## src/branch_unit_pkg.sv

```systemverilog
package branch_unit_pkg;

	// Status word layout
	localparam int STATUS_W          = 9;
	localparam int FIRST_CHECK_POS   = 0;
	localparam int LOGIC_RESULT_POS  = 1;
	localparam int OPERAND_LEVEL_POS = 2;
	localparam int DISJUNCTION_POS   = 3;
	localparam int STICKY_RANGE_POS  = 4;
	localparam int RANGE_EXCEED_POS  = 5;
	localparam int COND_CODE0_POS    = 6;
	localparam int COND_CODE1_POS    = 7;
	localparam int BINARY_RESULT_POS = 8;
	localparam logic [STATUS_W-1:0] STATUS_RESET = 9'h000;

	// Control register layout
	localparam int CTRL_ENABLE_POS   = 0;
	localparam int CTRL_CLEAR_POS    = 1;
	localparam logic CTRL_ENABLE_RESET = 1'b1;

	// Register byte offsets
	localparam int ADDR_W = 8;
	localparam logic [ADDR_W-1:0] ADDR_STATUS      = 8'h00;
	localparam logic [ADDR_W-1:0] ADDR_CONTROL     = 8'h04;
	localparam logic [ADDR_W-1:0] ADDR_TAKEN_COUNT = 8'h08;
	localparam logic [ADDR_W-1:0] ADDR_EXEC_COUNT  = 8'h0c;
	localparam logic [ADDR_W-1:0] ADDR_LAST_TARGET = 8'h10;

	localparam logic [1:0] RESP_OKAY   = 2'h0;
	localparam logic [1:0] RESP_SLVERR = 2'h2;

	// Jump displacement in code words, signed
	localparam int DISP_W   = 16;
	localparam int LEN_W    = 2;
	localparam int PC_W_DEF = 24;

	typedef enum logic [2:0] {
		op_logic_false,
		op_logic_true_save,
		op_logic_false_save,
		op_binres_set,
		op_binres_clear,
		op_range_error,
		op_sticky_range
	} op_t;

	typedef enum logic [2:0] {
		sel_status,
		sel_control,
		sel_taken_count,
		sel_exec_count,
		sel_last_target,
		sel_none
	} reg_sel_t;

endpackage : branch_unit_pkg

```

## src/branch_decide.sv

```systemverilog
module branch_decide
	import branch_unit_pkg::*;
(
	input  op_t                 op,
	input  wire [STATUS_W-1:0]  status_in,
	output logic                taken,
	output logic [STATUS_W-1:0] status_out
);

	// Close the logic string: the jump target starts a fresh one
	function automatic logic [STATUS_W-1:0] close_string(input logic [STATUS_W-1:0] s);
		logic [STATUS_W-1:0] r;
		r = s;
		r[DISJUNCTION_POS]   = 1'b0;
		r[OPERAND_LEVEL_POS] = 1'b1;
		r[FIRST_CHECK_POS]   = 1'b0;
		return r;
	endfunction : close_string

	logic logic_result_bit;
	assign logic_result_bit = status_in[LOGIC_RESULT_POS];

	always_comb begin
		taken      = 1'b0;
		status_out = status_in;
		case (op)
			op_logic_false: begin
				taken      = ~logic_result_bit;
				status_out = close_string(status_in);
				status_out[LOGIC_RESULT_POS] = 1'b1;
			end
			op_logic_true_save: begin
				taken      = logic_result_bit;
				status_out = close_string(status_in);
				status_out[LOGIC_RESULT_POS]  = 1'b1;
				status_out[BINARY_RESULT_POS] = logic_result_bit;
			end
			op_logic_false_save: begin
				taken      = ~logic_result_bit;
				status_out = close_string(status_in);
				status_out[LOGIC_RESULT_POS]  = 1'b1;
				status_out[BINARY_RESULT_POS] = logic_result_bit;
			end
			op_binres_set: begin
				taken      = status_in[BINARY_RESULT_POS];
				status_out = close_string(status_in);
			end
			op_binres_clear: begin
				taken      = ~status_in[BINARY_RESULT_POS];
				status_out = close_string(status_in);
			end
			op_range_error: begin
				taken = status_in[RANGE_EXCEED_POS];
			end
			op_sticky_range: begin
				taken = status_in[STICKY_RANGE_POS];
				status_out[STICKY_RANGE_POS] = 1'b0;
			end
			default: begin
				taken      = 1'b0;
				status_out = status_in;
			end
		endcase
	end

endmodule : branch_decide

```

## src/pc_target_calc.sv

```systemverilog
module pc_target_calc
	import branch_unit_pkg::*;
#(
	parameter int PC_W = PC_W_DEF
) (
	input  wire [PC_W-1:0]   pc,
	input  wire [DISP_W-1:0] disp,
	input  wire [LEN_W-1:0]  len,
	output logic [PC_W-1:0]  branch_target,
	output logic [PC_W-1:0]  seq_next
);

	logic [PC_W-1:0] disp_ext;

	// Signed word offset from the jump's own address, both directions
	assign disp_ext      = {{(PC_W-DISP_W){disp[DISP_W-1]}}, disp};
	assign branch_target = pc + disp_ext;
	// Fall-through skips the one, two or three words of this instruction
	assign seq_next      = pc + {{(PC_W-LEN_W){1'b0}}, len};

endmodule : pc_target_calc

```

## src/conditional_branch_unit.sv

```systemverilog
module conditional_branch_unit
	import branch_unit_pkg::*;
#(
	parameter int PC_W = PC_W_DEF
) (
	input  wire                 aclk,
	input  wire                 aresetn,
	input  wire [ADDR_W-1:0]    s_axi_awaddr,
	input  wire                 s_axi_awvalid,
	output logic                s_axi_awready,
	input  wire [31:0]          s_axi_wdata,
	input  wire [3:0]           s_axi_wstrb,
	input  wire                 s_axi_wvalid,
	output logic                s_axi_wready,
	output logic [1:0]          s_axi_bresp,
	output logic                s_axi_bvalid,
	input  wire                 s_axi_bready,
	input  wire [ADDR_W-1:0]    s_axi_araddr,
	input  wire                 s_axi_arvalid,
	output logic                s_axi_arready,
	output logic [31:0]         s_axi_rdata,
	output logic [1:0]          s_axi_rresp,
	output logic                s_axi_rvalid,
	input  wire                 s_axi_rready,
	input  wire                 instr_valid,
	output logic                instr_ready,
	input  op_t                 instr_op,
	input  wire [PC_W-1:0]      instr_pc,
	input  wire [DISP_W-1:0]    instr_disp,
	input  wire [LEN_W-1:0]     instr_len,
	input  wire                 flags_load,
	input  wire [STATUS_W-1:0]  flags_in,
	output logic                exec_done,
	output logic                exec_taken,
	output logic                fetch_flush,
	output logic [PC_W-1:0]     pc_next,
	output logic [STATUS_W-1:0] status_word
);

	function automatic reg_sel_t decode(input logic [ADDR_W-1:0] addr);
		case (addr)
			ADDR_STATUS:      return sel_status;
			ADDR_CONTROL:     return sel_control;
			ADDR_TAKEN_COUNT: return sel_taken_count;
			ADDR_EXEC_COUNT:  return sel_exec_count;
			ADDR_LAST_TARGET: return sel_last_target;
			default:          return sel_none;
		endcase
	endfunction : decode

	logic [ADDR_W-1:0]   aw_addr;
	logic                aw_full;
	logic [31:0]         w_data;
	logic [3:0]          w_strb;
	logic                w_full;
	logic [ADDR_W-1:0]   ar_addr;
	logic                ar_full;
	logic                write_fire;
	logic                read_fire;
	logic                next_aw_full;
	logic                next_w_full;
	logic                next_ar_full;
	reg_sel_t            wr_sel;
	reg_sel_t            rd_sel;
	logic                ctrl_enable;
	logic                clear_counts;
	logic [31:0]         taken_count;
	logic [31:0]         exec_count;
	logic [PC_W-1:0]     last_target;
	logic                instr_fire;
	logic                dec_taken;
	logic [STATUS_W-1:0] dec_status;
	logic [PC_W-1:0]     branch_target;
	logic [PC_W-1:0]     seq_next;
	logic [31:0]         read_value;
	logic                aw_take;
	logic                w_take;
	logic                ar_take;
	logic                wr_err;
	logic                rd_err;
	logic                status_write;
	logic                ctrl_write;
	logic                branch_taken;
	logic [STATUS_W-1:0] next_status;

	// Decision and status update for the instruction on offer
	branch_decide u_decide (
		.op         (instr_op),
		.status_in  (status_word),
		.taken      (dec_taken),
		.status_out (dec_status)
	);

	// Both candidate addresses are formed every cycle
	pc_target_calc #(
		.PC_W (PC_W)
	) u_target (
		.pc            (instr_pc),
		.disp          (instr_disp),
		.len           (instr_len),
		.branch_target (branch_target),
		.seq_next      (seq_next)
	);

	// Write channel: address and data taken in either order, then one response
	assign aw_take      = s_axi_awvalid & s_axi_awready;
	assign w_take       = s_axi_wvalid & s_axi_wready;
	assign write_fire   = aw_full & w_full & ~s_axi_bvalid;
	assign next_aw_full = (aw_full & ~write_fire) | aw_take;
	assign next_w_full  = (w_full & ~write_fire) | w_take;
	assign wr_sel       = decode(aw_addr);
	assign wr_err       = (wr_sel == sel_none);
	assign status_write = write_fire & (wr_sel == sel_status);
	assign ctrl_write   = write_fire & (wr_sel == sel_control) & w_strb[0];

	always_ff @(posedge aclk) begin
		if (!aresetn) begin
			aw_full       <= 1'b0;
			s_axi_awready <= 1'b0;
		end else begin
			aw_full       <= next_aw_full;
			s_axi_awready <= ~next_aw_full;
		end
	end

	// Address is kept until its write fires
	always_ff @(posedge aclk) begin
		if (!aresetn) begin
			aw_addr <= '0;
		end else if (aw_take) begin
			aw_addr <= s_axi_awaddr;
		end
	end

	always_ff @(posedge aclk) begin
		if (!aresetn) begin
			w_full       <= 1'b0;
			s_axi_wready <= 1'b0;
		end else begin
			w_full       <= next_w_full;
			s_axi_wready <= ~next_w_full;
		end
	end

	// Data and strobes wait here for their address
	always_ff @(posedge aclk) begin
		if (!aresetn) begin
			w_data <= '0;
			w_strb <= '0;
		end else if (w_take) begin
			w_data <= s_axi_wdata;
			w_strb <= s_axi_wstrb;
		end
	end

	always_ff @(posedge aclk) begin
		if (!aresetn) begin
			s_axi_bvalid <= 1'b0;
			s_axi_bresp  <= RESP_OKAY;
		end else if (write_fire) begin
			s_axi_bvalid <= 1'b1;
			s_axi_bresp  <= wr_err ? RESP_SLVERR : RESP_OKAY;
		end else if (s_axi_bready) begin
			s_axi_bvalid <= 1'b0;
		end
	end

	// Read channel: one read in flight, data registered with its valid
	assign ar_take      = s_axi_arvalid & s_axi_arready;
	assign read_fire    = ar_full & ~s_axi_rvalid;
	assign next_ar_full = (ar_full & ~read_fire) | ar_take;
	assign rd_sel       = decode(ar_addr);
	assign rd_err       = (rd_sel == sel_none);

	// Unmapped offsets read as zero
	always_comb begin
		read_value = '0;
		case (rd_sel)
			sel_status:      read_value[STATUS_W-1:0] = status_word;
			sel_control:     read_value[CTRL_ENABLE_POS] = ctrl_enable;
			sel_taken_count: read_value = taken_count;
			sel_exec_count:  read_value = exec_count;
			sel_last_target: read_value[PC_W-1:0] = last_target;
			default:         read_value = '0;
		endcase
	end

	always_ff @(posedge aclk) begin
		if (!aresetn) begin
			ar_full       <= 1'b0;
			s_axi_arready <= 1'b0;
		end else begin
			ar_full       <= next_ar_full;
			s_axi_arready <= ~next_ar_full;
		end
	end

	always_ff @(posedge aclk) begin
		if (!aresetn) begin
			ar_addr <= '0;
		end else if (ar_take) begin
			ar_addr <= s_axi_araddr;
		end
	end

	always_ff @(posedge aclk) begin
		if (!aresetn) begin
			s_axi_rvalid <= 1'b0;
			s_axi_rdata  <= '0;
			s_axi_rresp  <= RESP_OKAY;
		end else if (read_fire) begin
			s_axi_rvalid <= 1'b1;
			s_axi_rdata  <= read_value;
			s_axi_rresp  <= rd_err ? RESP_SLVERR : RESP_OKAY;
		end else if (s_axi_rready) begin
			s_axi_rvalid <= 1'b0;
		end
	end

	// Enable gates instruction acceptance
	always_ff @(posedge aclk) begin
		if (!aresetn) begin
			ctrl_enable <= CTRL_ENABLE_RESET;
		end else if (ctrl_write) begin
			ctrl_enable <= w_data[CTRL_ENABLE_POS];
		end
	end

	// Clear is a one-cycle pulse, so the bit reads back as zero
	always_ff @(posedge aclk) begin
		if (!aresetn) begin
			clear_counts <= 1'b0;
		end else begin
			clear_counts <= ctrl_write & w_data[CTRL_CLEAR_POS];
		end
	end

	// Ready follows enable one cycle later
	always_ff @(posedge aclk) begin
		if (!aresetn) begin
			instr_ready <= 1'b0;
		end else begin
			instr_ready <= ctrl_enable;
		end
	end

	assign instr_fire   = instr_valid & instr_ready;
	assign branch_taken = instr_fire & dec_taken;

	// Status word: a branch wins over a flag load, which wins over software
	always_comb begin
		next_status = status_word;
		if (instr_fire) begin
			next_status = dec_status;
		end else if (flags_load) begin
			next_status = flags_in;
		end else if (status_write) begin
			if (w_strb[0]) begin
				next_status[7:0] = w_data[7:0];
			end
			if (w_strb[1]) begin
				next_status[STATUS_W-1] = w_data[STATUS_W-1];
			end
		end
	end

	always_ff @(posedge aclk) begin
		if (!aresetn) begin
			status_word <= STATUS_RESET;
		end else begin
			status_word <= next_status;
		end
	end

	// Redirect pulses: a taken branch flushes the sequentially fetched word
	always_ff @(posedge aclk) begin
		if (!aresetn) begin
			exec_done   <= 1'b0;
			exec_taken  <= 1'b0;
			fetch_flush <= 1'b0;
		end else begin
			exec_done   <= instr_fire;
			exec_taken  <= branch_taken;
			fetch_flush <= branch_taken;
		end
	end

	// Next fetch address holds until the next accepted instruction
	always_ff @(posedge aclk) begin
		if (!aresetn) begin
			pc_next <= '0;
		end else if (instr_fire) begin
			pc_next <= dec_taken ? branch_target : seq_next;
		end
	end

	always_ff @(posedge aclk) begin
		if (!aresetn) begin
			last_target <= '0;
		end else if (branch_taken) begin
			last_target <= branch_target;
		end
	end

	// Counters: a count in the clearing cycle survives as one
	always_ff @(posedge aclk) begin
		if (!aresetn) begin
			taken_count <= '0;
		end else if (clear_counts) begin
			taken_count <= {31'h0, branch_taken};
		end else if (branch_taken) begin
			taken_count <= taken_count + 32'h1;
		end
	end

	always_ff @(posedge aclk) begin
		if (!aresetn) begin
			exec_count <= '0;
		end else if (clear_counts) begin
			exec_count <= {31'h0, instr_fire};
		end else if (instr_fire) begin
			exec_count <= exec_count + 32'h1;
		end
	end

endmodule : conditional_branch_unit

```

## config.mk

```make
export PLATFORM = sky130hd
export DESIGN_NAME = conditional_branch_unit
export DESIGN_NICKNAME = d
export VERILOG_FILES = /design/src/branch_unit_pkg.sv /design/src/branch_decide.sv /design/src/pc_target_calc.sv /design/src/conditional_branch_unit.sv
export SDC_FILE = /design/constraint.sdc
export NUM_CORES = 1
export LEC_CHECK = 0
export BUFFER_PORTS_ARGS = -buffer_cell sky130_fd_sc_hd__buf_2
export CAP_MARGIN = 20
export CORE_ASPECT_RATIO = 0.75
export CORE_MARGIN = 10
export CORE_UTILIZATION = 40
export CTS_BUF_LIST = sky130_fd_sc_hd__clkbuf_2
export CTS_CLUSTER_SIZE = 10
export DETAILED_ROUTE_END_ITERATION = 10
export HOLD_SLACK_MARGIN = 0.06
export PLACE_DENSITY = 0.72
export SYNTH_ARGS = -nofsm -noshare
export SYNTH_HDL_FRONTEND = slang
export SYNTH_SLANG_ARGS = --single-unit
```

## constraint.sdc

```tcl
create_clock -name aclk -period 6.8 [get_ports aclk]
set_clock_uncertainty 0.1 [all_clocks]
set_input_delay 0.68 -clock aclk [delete_from_list [all_inputs] [get_ports aclk]]
set_output_delay 0.68 -clock aclk [all_outputs]
set_load 0.02 [all_outputs]
```

==> key figures, run 1 <==
Power and ir drop
  – Part of the power in the clock network: 0.281
  – Flop pwr share: 0.527
  – Total power: approximately 2.3 mW
  – Leak pwr: 4.66 nW
  – Comb power frac: 0.192
  – Sw Ratio: 0.320
  – PwrDens: 194 mW/mm^2
  – Maximum VDD drop: between 0.0001 and 0.00015 V
  – Switching power: 739 uW
  – Pint: 1.57 mW

STA
  – Max Transition Viols Final: 0
  – Tmin final: between 3000 and 4000 ps
  – Final worst slack: 3780 ps
  – Final hold violation count: 0
  – Worst Tran Pin Value: around 900 ps
  – Fin Setup TNS: 0 ps
  – RSZ-0062 raised after global routing: false
  – Fin crit share: 0.443
  – Setup Viol. Count Final: 0
  – Worst slew margin: 0.377
  – Fmax achieved: between 300 and 400 MHz

Global route
  – First-pass GRT wire length: 49,100 um
  – GR Util All Layers: 0.189
  – Vias in the first global route: 9,199
  – GR Overflow Total: 0
  – Initial antenna violation count: 2
  – Largest net degree at the start of global routing: slightly below 80

Clock tree
  – Max clock buf depth: 2
  – Post_cts resized: 0
  – Clock sink total: ~200
  – CTS tree: yes
  – Cts bufs inserted: 17
  – Clk slew on worst S/H paths: approximately 250 ps
  – Root Driver: clkbuf_2
  – Setup Buffers After CTS: 0
  – Hold bufs inserted after CTS: 52
  – Worst skew pair latency: 810 ps
  – H-tree depth: 4

Placed design
  – HPWL Detailed: around 22,000 um
  – Placed cell area: about 0.011 sq mm
  – Number of input and output port buffers inserted: around 170
  – DP Worst Slack: around 3300 ps
  – Gpl congestion: ~0.89

Worst setup path
  – Cells along the critical path: dlygate4sd3_1 -> buf_2 -> ha_1 -> a211oi_1 -> o21ai_0 -> a41oi_1 -> o21ai_0 -> a21boi_0 -> xor2_1 -> o21ai_0
  – Worst path arrival time: around 3600 ps
  – Worst setup EP type: flip-flop
  – Largest fanout on the critical path: 5
  – Critical setup path kind: input pin to flip-flop
  – Data required time at the worst endpoint: ~7400 ps
  – Slowest stage delay, CP: ~540 ps
  – Highest-delay cell along the critical path: dlygate4sd3_1
  – Most frequent CP cell: o21ai_0
  – WP buf/inv: 2
  – CP top delay family: compound AO/OA/AOI/OAI gates
  – Setup crit start kind: input pin

Detailed routing
  – First-pass DRT Iterations: 6
  – Vias per inst: approximately 5.5
  – WL final: ~30,000 um
  – Initial detailed-routing violation count: roughly 760
  – Vias: about 9,700
  – Avg WL per Cell: 17.3 um
  – DRT antenna net count: 0
  – Residual DRC: 0

Synthesis
  – Prevailing post-synth register cell: dfxtp_1
  – Cell count after synthesis: approximately 1,200
  – Synth Warn #: 0
  – Post-synth EDFFs: 0
  – Post-synth design cell area: 0.0100 sq mm
  – Distinct cells, synth: approximately 70
  – Seq/Total Area, Yosys: 0.389
  – Async SR Flop Fraction: 0
  – Synth Register Bits: 195
  – Syn_area_per_cell: ~8 sq um

Status
  – Outcome: completed

Die
  – Num rows: 50
  – Die Height: 157 um
  – Die Wd: between 200 and 250 um
  – IO Count: slightly below 200
  – Die area: about 0.032 sq mm
  – Core outline area: between 0.02 and 0.025 sq mm
  – Initial core utilization: 0.404

Min path
  – Worst Hold Class: input pin to flip-flop

Cells and area
  – Area delta synth->final: 18.4%
  – Share of layout cells above drive strength 1: 0.163
  – Finished Core Util: 0.478
  – Fill count: roughly 2,400
  – Post-route cell area: approximately 0.012 sq mm
  – Fin nets: between 1,500 and 2,000

Job
  – Maxcap violations: 0
## path summary, 6_finish.rpt
kind / start / end / slack (ps) / cells past startpoint
setup / recovery: instr_pc[2] / last_target[20] / 3780 / 10
hold / removal: instr_pc[22] / pc_next[22] / 160 / 3
setup reg to reg: instr_ready / exec_count[24] / 4120 / 7
hold reg to reg: pc_next[9] / pc_next[9] / 370 / 2
## layout make-up
class | instances | area (sq um) | area share
antenna | 3 | 7.51 | 0.000632
timing repair buffer | 230 | 1440 | 0.122
clock buffer | 19 | 95.1 | 0.00801
inverter | 22 | 83.8 | 0.00706
tap | 338 | 423 | 0.0356
multi-input combinational | 961 | 5750 | 0.484
sequential | 195 | 3900 | 0.329
clock inverter | 12 | 170 | 0.0143
## cells in the final DEF (no fill, tap or decap), types with 5 or more instances in the layout
master	instances
a22oi_1	35
a211oi_1	8
o21ai_1	14
nand3_1	69
dfxtp_1	195
nand2_1	178
or3_1	19
and2_1	11
ha_1	27
inv_1	21
nand4_1	19
and3_1	11
a21o_1	5
buf_2	165
nor2_1	133
a21oi_1	118
nand2b_1	5
nor3_1	16
mux2i_1	42
o211ai_1	11
dlygate4sd3_1	52
a31oi_1	6
nor2b_1	9
buf_4	13
xor2_1	43
clkbuf_2	19
nor4_1	5
o21ai_0	67
xnor2_1	45
## through the flow
stage          hold WS (ps)  instances
2_1_floorplan           322       1250
3_3_place_gp            336       1694
3_5_place_dp            340       1694
4_1_cts                74.0       1777
5_1_grt                 108       1779
6_report                160       1780
## flip-flops by register name, indices dropped and copies added (netlist names), 2 cells and up
register	cells
exec_count	32
s_axi_rdata	32
taken_count	32
last_target	24
pc_next	24
status_word	9
w_data	9
ar_addr	8
aw_addr	8
w_strb	2
## synth_stat cells, types with 8 or more instances
library cell	instances	area [sq um]
inv_1	22	82.6
a21oi_1	118	591
nor3_1	16	80.1
nand3_1	69	345
a22oi_1	35	263
xor2_1	43	377
o211ai_1	11	82.6
ha_1	27	338
xnor2_1	45	394
o21ai_0	67	335
or3_1	19	119
a211oi_1	8	60.1
and2_1	11	68.8
buf_2	10	50.1
o21ai_1	14	70.1
dfxtp_1	195	3900
nor2b_1	9	56.3
clkbuf_1	53	199
nand2_1	178	668
nor2_1	133	499
mux2i_1	42	420
and3_1	11	68.8
nand4_1	19	119
## cell families after synthesis
kind of cell / Yosys count / synth area share
adder cells (fa/ha/maj): 29 / 0.0377
multiplexers: 44 / 0.0442
AO/OA/AOI/OAI: 300 / 0.180
buffers and inverters: 94 / 0.0387
AND/OR/NAND/NOR: 498 / 0.233
other: 1 / 0.000374
flip-flops: 195 / 0.389
XOR/XNOR: 88 / 0.0769
## metal layers
layer  global-route usage  vias up  share of wire  routed length [um]
met3               0.0452       27          0.069                2120
met5                    0        -              0                   0
met2                0.290      320           0.43               13300
li1                     -     4746              -                   -
met1                0.261     4622           0.49               15000
met4               0.0500        0          0.012                 360
## power by group through the flow
stage | Combinational (mW) | Clock, mW | Sequential, mW
4_1_cts | 0.437 | 0.669 | 1.22
2_1_floorplan | 0.263 | 0 | 1.25
5_1_grt | 0.485 | 0.712 | 1.22
6_report | 0.444 | 0.650 | 1.22
3_3_place_gp | 0.409 | 0 | 1.23
3_5_place_dp | 0.414 | 0 | 1.24
## worst reg2reg max path: stages, from the launching register on
cell	delay [ps]
dfxtp_1	400
and2_1	130
buf_4	370
nand3_1	340
nor4_1	880
nand2_1	150
xor2_1	190
nor2_1	50
Note: power is estimated with default switching activity, not from simulation.
==> inputs of run 2 (changes only) <==
--- a/config.mk
+++ b/config.mk
@@ -14,7 +14,7 @@
 export CTS_CLUSTER_SIZE = 10
 export DETAILED_ROUTE_END_ITERATION = 10
 export HOLD_SLACK_MARGIN = 0.06
-export PLACE_DENSITY = 0.72
+export PLACE_DENSITY = 0.74
 export SYNTH_ARGS = -nofsm -noshare
 export SYNTH_HDL_FRONTEND = slang
 export SYNTH_SLANG_ARGS = --single-unit
==> constraint.sdc (replaced) <==
create_clock -name aclk -period 2.7 [get_ports aclk]
set_clock_uncertainty 0.1 [all_clocks]
set_input_delay 0.27 -clock aclk [delete_from_list [all_inputs] [get_ports aclk]]
set_output_delay 0.27 -clock aclk [all_outputs]
set_load 0.02 [all_outputs]
==> key figures, run 2 (synthesis results as in run 1) <==
Detailed routing
  – Vias: 10,600 (was 9,715)
  – DRT antenna net count: 0 (unchanged)
  – Initial detailed-routing violation count: 870 (was 756)
  – Avg WL per Cell: 17.8 um (was 17.3 um)
  – First-pass DRT Iterations: 6 (unchanged)
  – Vias per inst: 5.46 (about the same)
  – Residual DRC: 0 (unchanged)
  – WL final: 34,600 um (was 30,800 um)

Die
  – Core outline area: 0.0248 sq mm (unchanged)
  – Initial core utilization: 0.404 (unchanged)
  – Die Height: 157 um (unchanged)
  – Die area: 0.0319 sq mm (unchanged)
  – Die Wd: 203 um (unchanged)
  – IO Count: 193 (unchanged)
  – Num rows: 50 (unchanged)

Min path
  – Hold path cells: 4 (was 3)
  – End point of the worst hold path: s_axi_rvalid (was pc_next[22])
  – Worst Hold Class: input pin to flip-flop (unchanged)
  – Hold_sp: s_axi_rready (was instr_pc[22])

STA
  – Worst Tran Pin Value: 728 ps (was 927 ps)
  – Tmin final: about 2600 ps
  – Fin crit share: 0.981
  – Worst slew margin: 0.511 (was 0.377)
  – Final hold violation count: 0 (unchanged)
  – RSZ-0062 raised after global routing: true (was false)
  – Fmax achieved: about 380 MHz
  – Max Transition Viols Final: 0 (unchanged)
  – Setup Viol. Count Final: 0 (unchanged)

Global route
  – Vias in the first global route: 10,100 (was 9,199)
  – First-pass GRT wire length: 54,300 um (was 49,100 um)
  – Largest net degree at the start of global routing: 103 (was 79)
  – Initial antenna violation count: 0 (was 2)
  – GR Util All Layers: 0.210 (was 0.189)
  – GR Overflow Total: 0 (unchanged)

Clock tree
  – Max clock buf depth: 2 (unchanged)
  – Clk slew on worst S/H paths: 300 ps (was 250 ps)
  – H-tree depth: 4 (unchanged)
  – CTS tree: yes (unchanged)
  – Worst skew pair latency: 820 ps (was 810 ps)
  – Clock sink total: 195 (unchanged)
  – Cts bufs inserted: 17 (unchanged)
  – Root Driver: clkbuf_2 (unchanged)

Power and ir drop
  – Flop pwr share: 0.524 (was 0.527)
  – Switching power: 1.91 mW (was 739 uW)
  – Part of the power in the clock network: 0.241 (was 0.281)
  – PwrDens: 435 mW/mm^2 (was 194 mW/mm^2)
  – Leak pwr: 5.36 nW (was 4.66 nW)
  – Comb power frac: 0.235 (was 0.192)
  – Total power: 5.86 mW (was 2.31 mW)
  – Sw Ratio: 0.326 (was 0.320)
  – Pint: 3.95 mW (was 1.57 mW)
  – Maximum VDD drop: 0.000238 V (was 0.000142 V)

Worst setup path
  – Worst setup EP type: flip-flop (unchanged)
  – Worst path arrival time: 3340 ps (was 3610 ps)
  – Cells along the critical path: dlygate4sd3_1 -> buf_2 -> buf_4 -> nand3_1 -> nor2_2 -> and3_1 -> xnor2_1 -> dlygate4sd3_1 -> a21oi_1 -> o21ai_0 -> dlygate4sd3_1 -> nand2_1 (was dlygate4sd3_1 -> buf_2 -> ha_1 -> a211oi_1 -> o21ai_0 -> a41oi_1 -> o21ai_0 -> a21boi_0 -> xor2_1 -> o21ai_0)
  – R2R setup slack: 60 ps (was 4120 ps)
  – R2R cell count: 8 (was 7)
  – Reg2reg start: status_word[1] (was instr_ready)
  – CP top delay family: buffers and inverters (was compound AO/OA/AOI/OAI gates)
  – Most frequent CP cell: dlygate4sd3_1 (was o21ai_0)
  – RR Endpoint: pc_next[5] (was exec_count[24])
  – Highest-delay cell along the critical path: dlygate4sd3_1 (unchanged)
  – WP buf/inv: 5 (was 2)
  – Largest fanout on the critical path: 6 (was 5)
  – Setup crit start kind: input pin (unchanged)
  – Data required time at the worst endpoint: 3390 ps (was 7390 ps)
  – Critical setup path kind: input pin to flip-flop (unchanged)
  – Slowest stage delay, CP: 590 ps (was 540 ps)
  – Critical Path Stages: 12 (was 10)

Cells and area
  – Most frequent cells in the layout: dfxtp_1, dlygate4sd3_1, nand2_1 (was dfxtp_1, nand2_1, buf_2)
  – Commonest non-fill, non-tap cell in the layout: dfxtp_1 (unchanged)
  – Post-route cell area: 0.0135 sq mm (was 0.0119 sq mm)
  – Area delta synth->final: 34.5% (was 18.4%)
  – Largest regs: exec_count x32, s_axi_rdata x32, taken_count x32 (unchanged)
  – Fill count: 2,197 (was 2,402)
  – Fin nets: 1,731 (was 1,571)
  – Share of layout cells above drive strength 1: 0.172 (was 0.163)

Placed design
  – Placed cell area: 0.0113 sq mm (was 0.0111 sq mm)
  – Gpl congestion: 0.962 (was 0.891)
  – HPWL Detailed: 22,600 um (was 21,900 um)
  – Number of input and output port buffers inserted: 165 (unchanged)

Status
  – Outcome: completed (unchanged)

Job
  – Maxcap violations: 0 (unchanged)
## run 2: worst max path at each step
stage / startpoint / slack [ps] / endpoint
after floorplan: instr_pc[0] / 240 / last_target[20]
after CTS: status_word[1] / 30 / pc_next[7]
after global placement: instr_pc[0] / -90 / last_target[20]
after detailed placement: instr_pc[0] / -110 / last_target[20]
final: instr_pc[2] / 50 / pc_next[9]
after global routing: aw_addr[0] / -70 / status_word[1]
## run 2: worst register-to-register path, cell delays in order, from the launching register on
cell,delay [ps]
dfxtp_1,450
or3b_1,400
o221a_2,160
o21ai_2,300
buf_4,290
nand2_1,80
o211ai_1,100
dlygate4sd3_1,590
a21oi_1,80
## run 2: area by class of cell
class	count	area, sq um	area share
inverter	22	83.8	0.00622
clock buffer	20	100	0.00742
antenna	1	2.50	0.000186
tap	338	423	0.0314
multi-input combinational	961	5820	0.432
sequential	195	3910	0.290
timing repair buffer	390	3040	0.225
clock inverter	12	108	0.00798
## run 2: what timing repair did
action                                  in CTS  in global routing
hold buffers                               187                  0
endpoints found under the setup margin       0                 11
endpoints found under the hold margin       96                  0
resized for setup                            0                 18
buffers inserted                             0                  5
## run 2: per-stage QoR
| stage | cells | setup WS [ps] | util | TNS [ps] | hold slack [ps] |
|---|---|---|---|---|---|
| 6_report | 1939 | 51.3 | 0.543 | 0 | 152 |
| 5_1_grt | 1938 | -74.4 | 0.543 | -270 | 72.2 |
| 3_5_place_dp | 1716 | -108 | 0.455 | -234 | 332 |
| 2_1_floorplan | 1250 | 244 | - | 0 | 306 |
| 4_1_cts | 1935 | 26.9 | 0.539 | 0 | 66.1 |
| 3_3_place_gp | 1716 | -86.9 | 0.455 | -191 | 331 |
## run 2: per-layer routing
metal / track usage / wire [um] / share of wire / vias up
li1: - / - / - / 5059
met1: 0.284 / 15800 / 0.46 / 5055
met2: 0.335 / 15600 / 0.45 / 416
met3: 0.0433 / 2470 / 0.072 / 54
met4: 0.0507 / 658 / 0.019 / 0
met5: 0 / 0 / 0 / -
## run 2: power groups by stage
stage | logic, mW | clock network, mW | registers, mW
global route | 1.48 | 1.56 | 3.09
floorplan | 0.663 | 0 | 3.14
detailed placement | 1.08 | 0 | 3.12
global placement | 1.07 | 0 | 3.12
CTS | 1.32 | 1.42 | 3.06
finish | 1.38 | 1.41 | 3.08
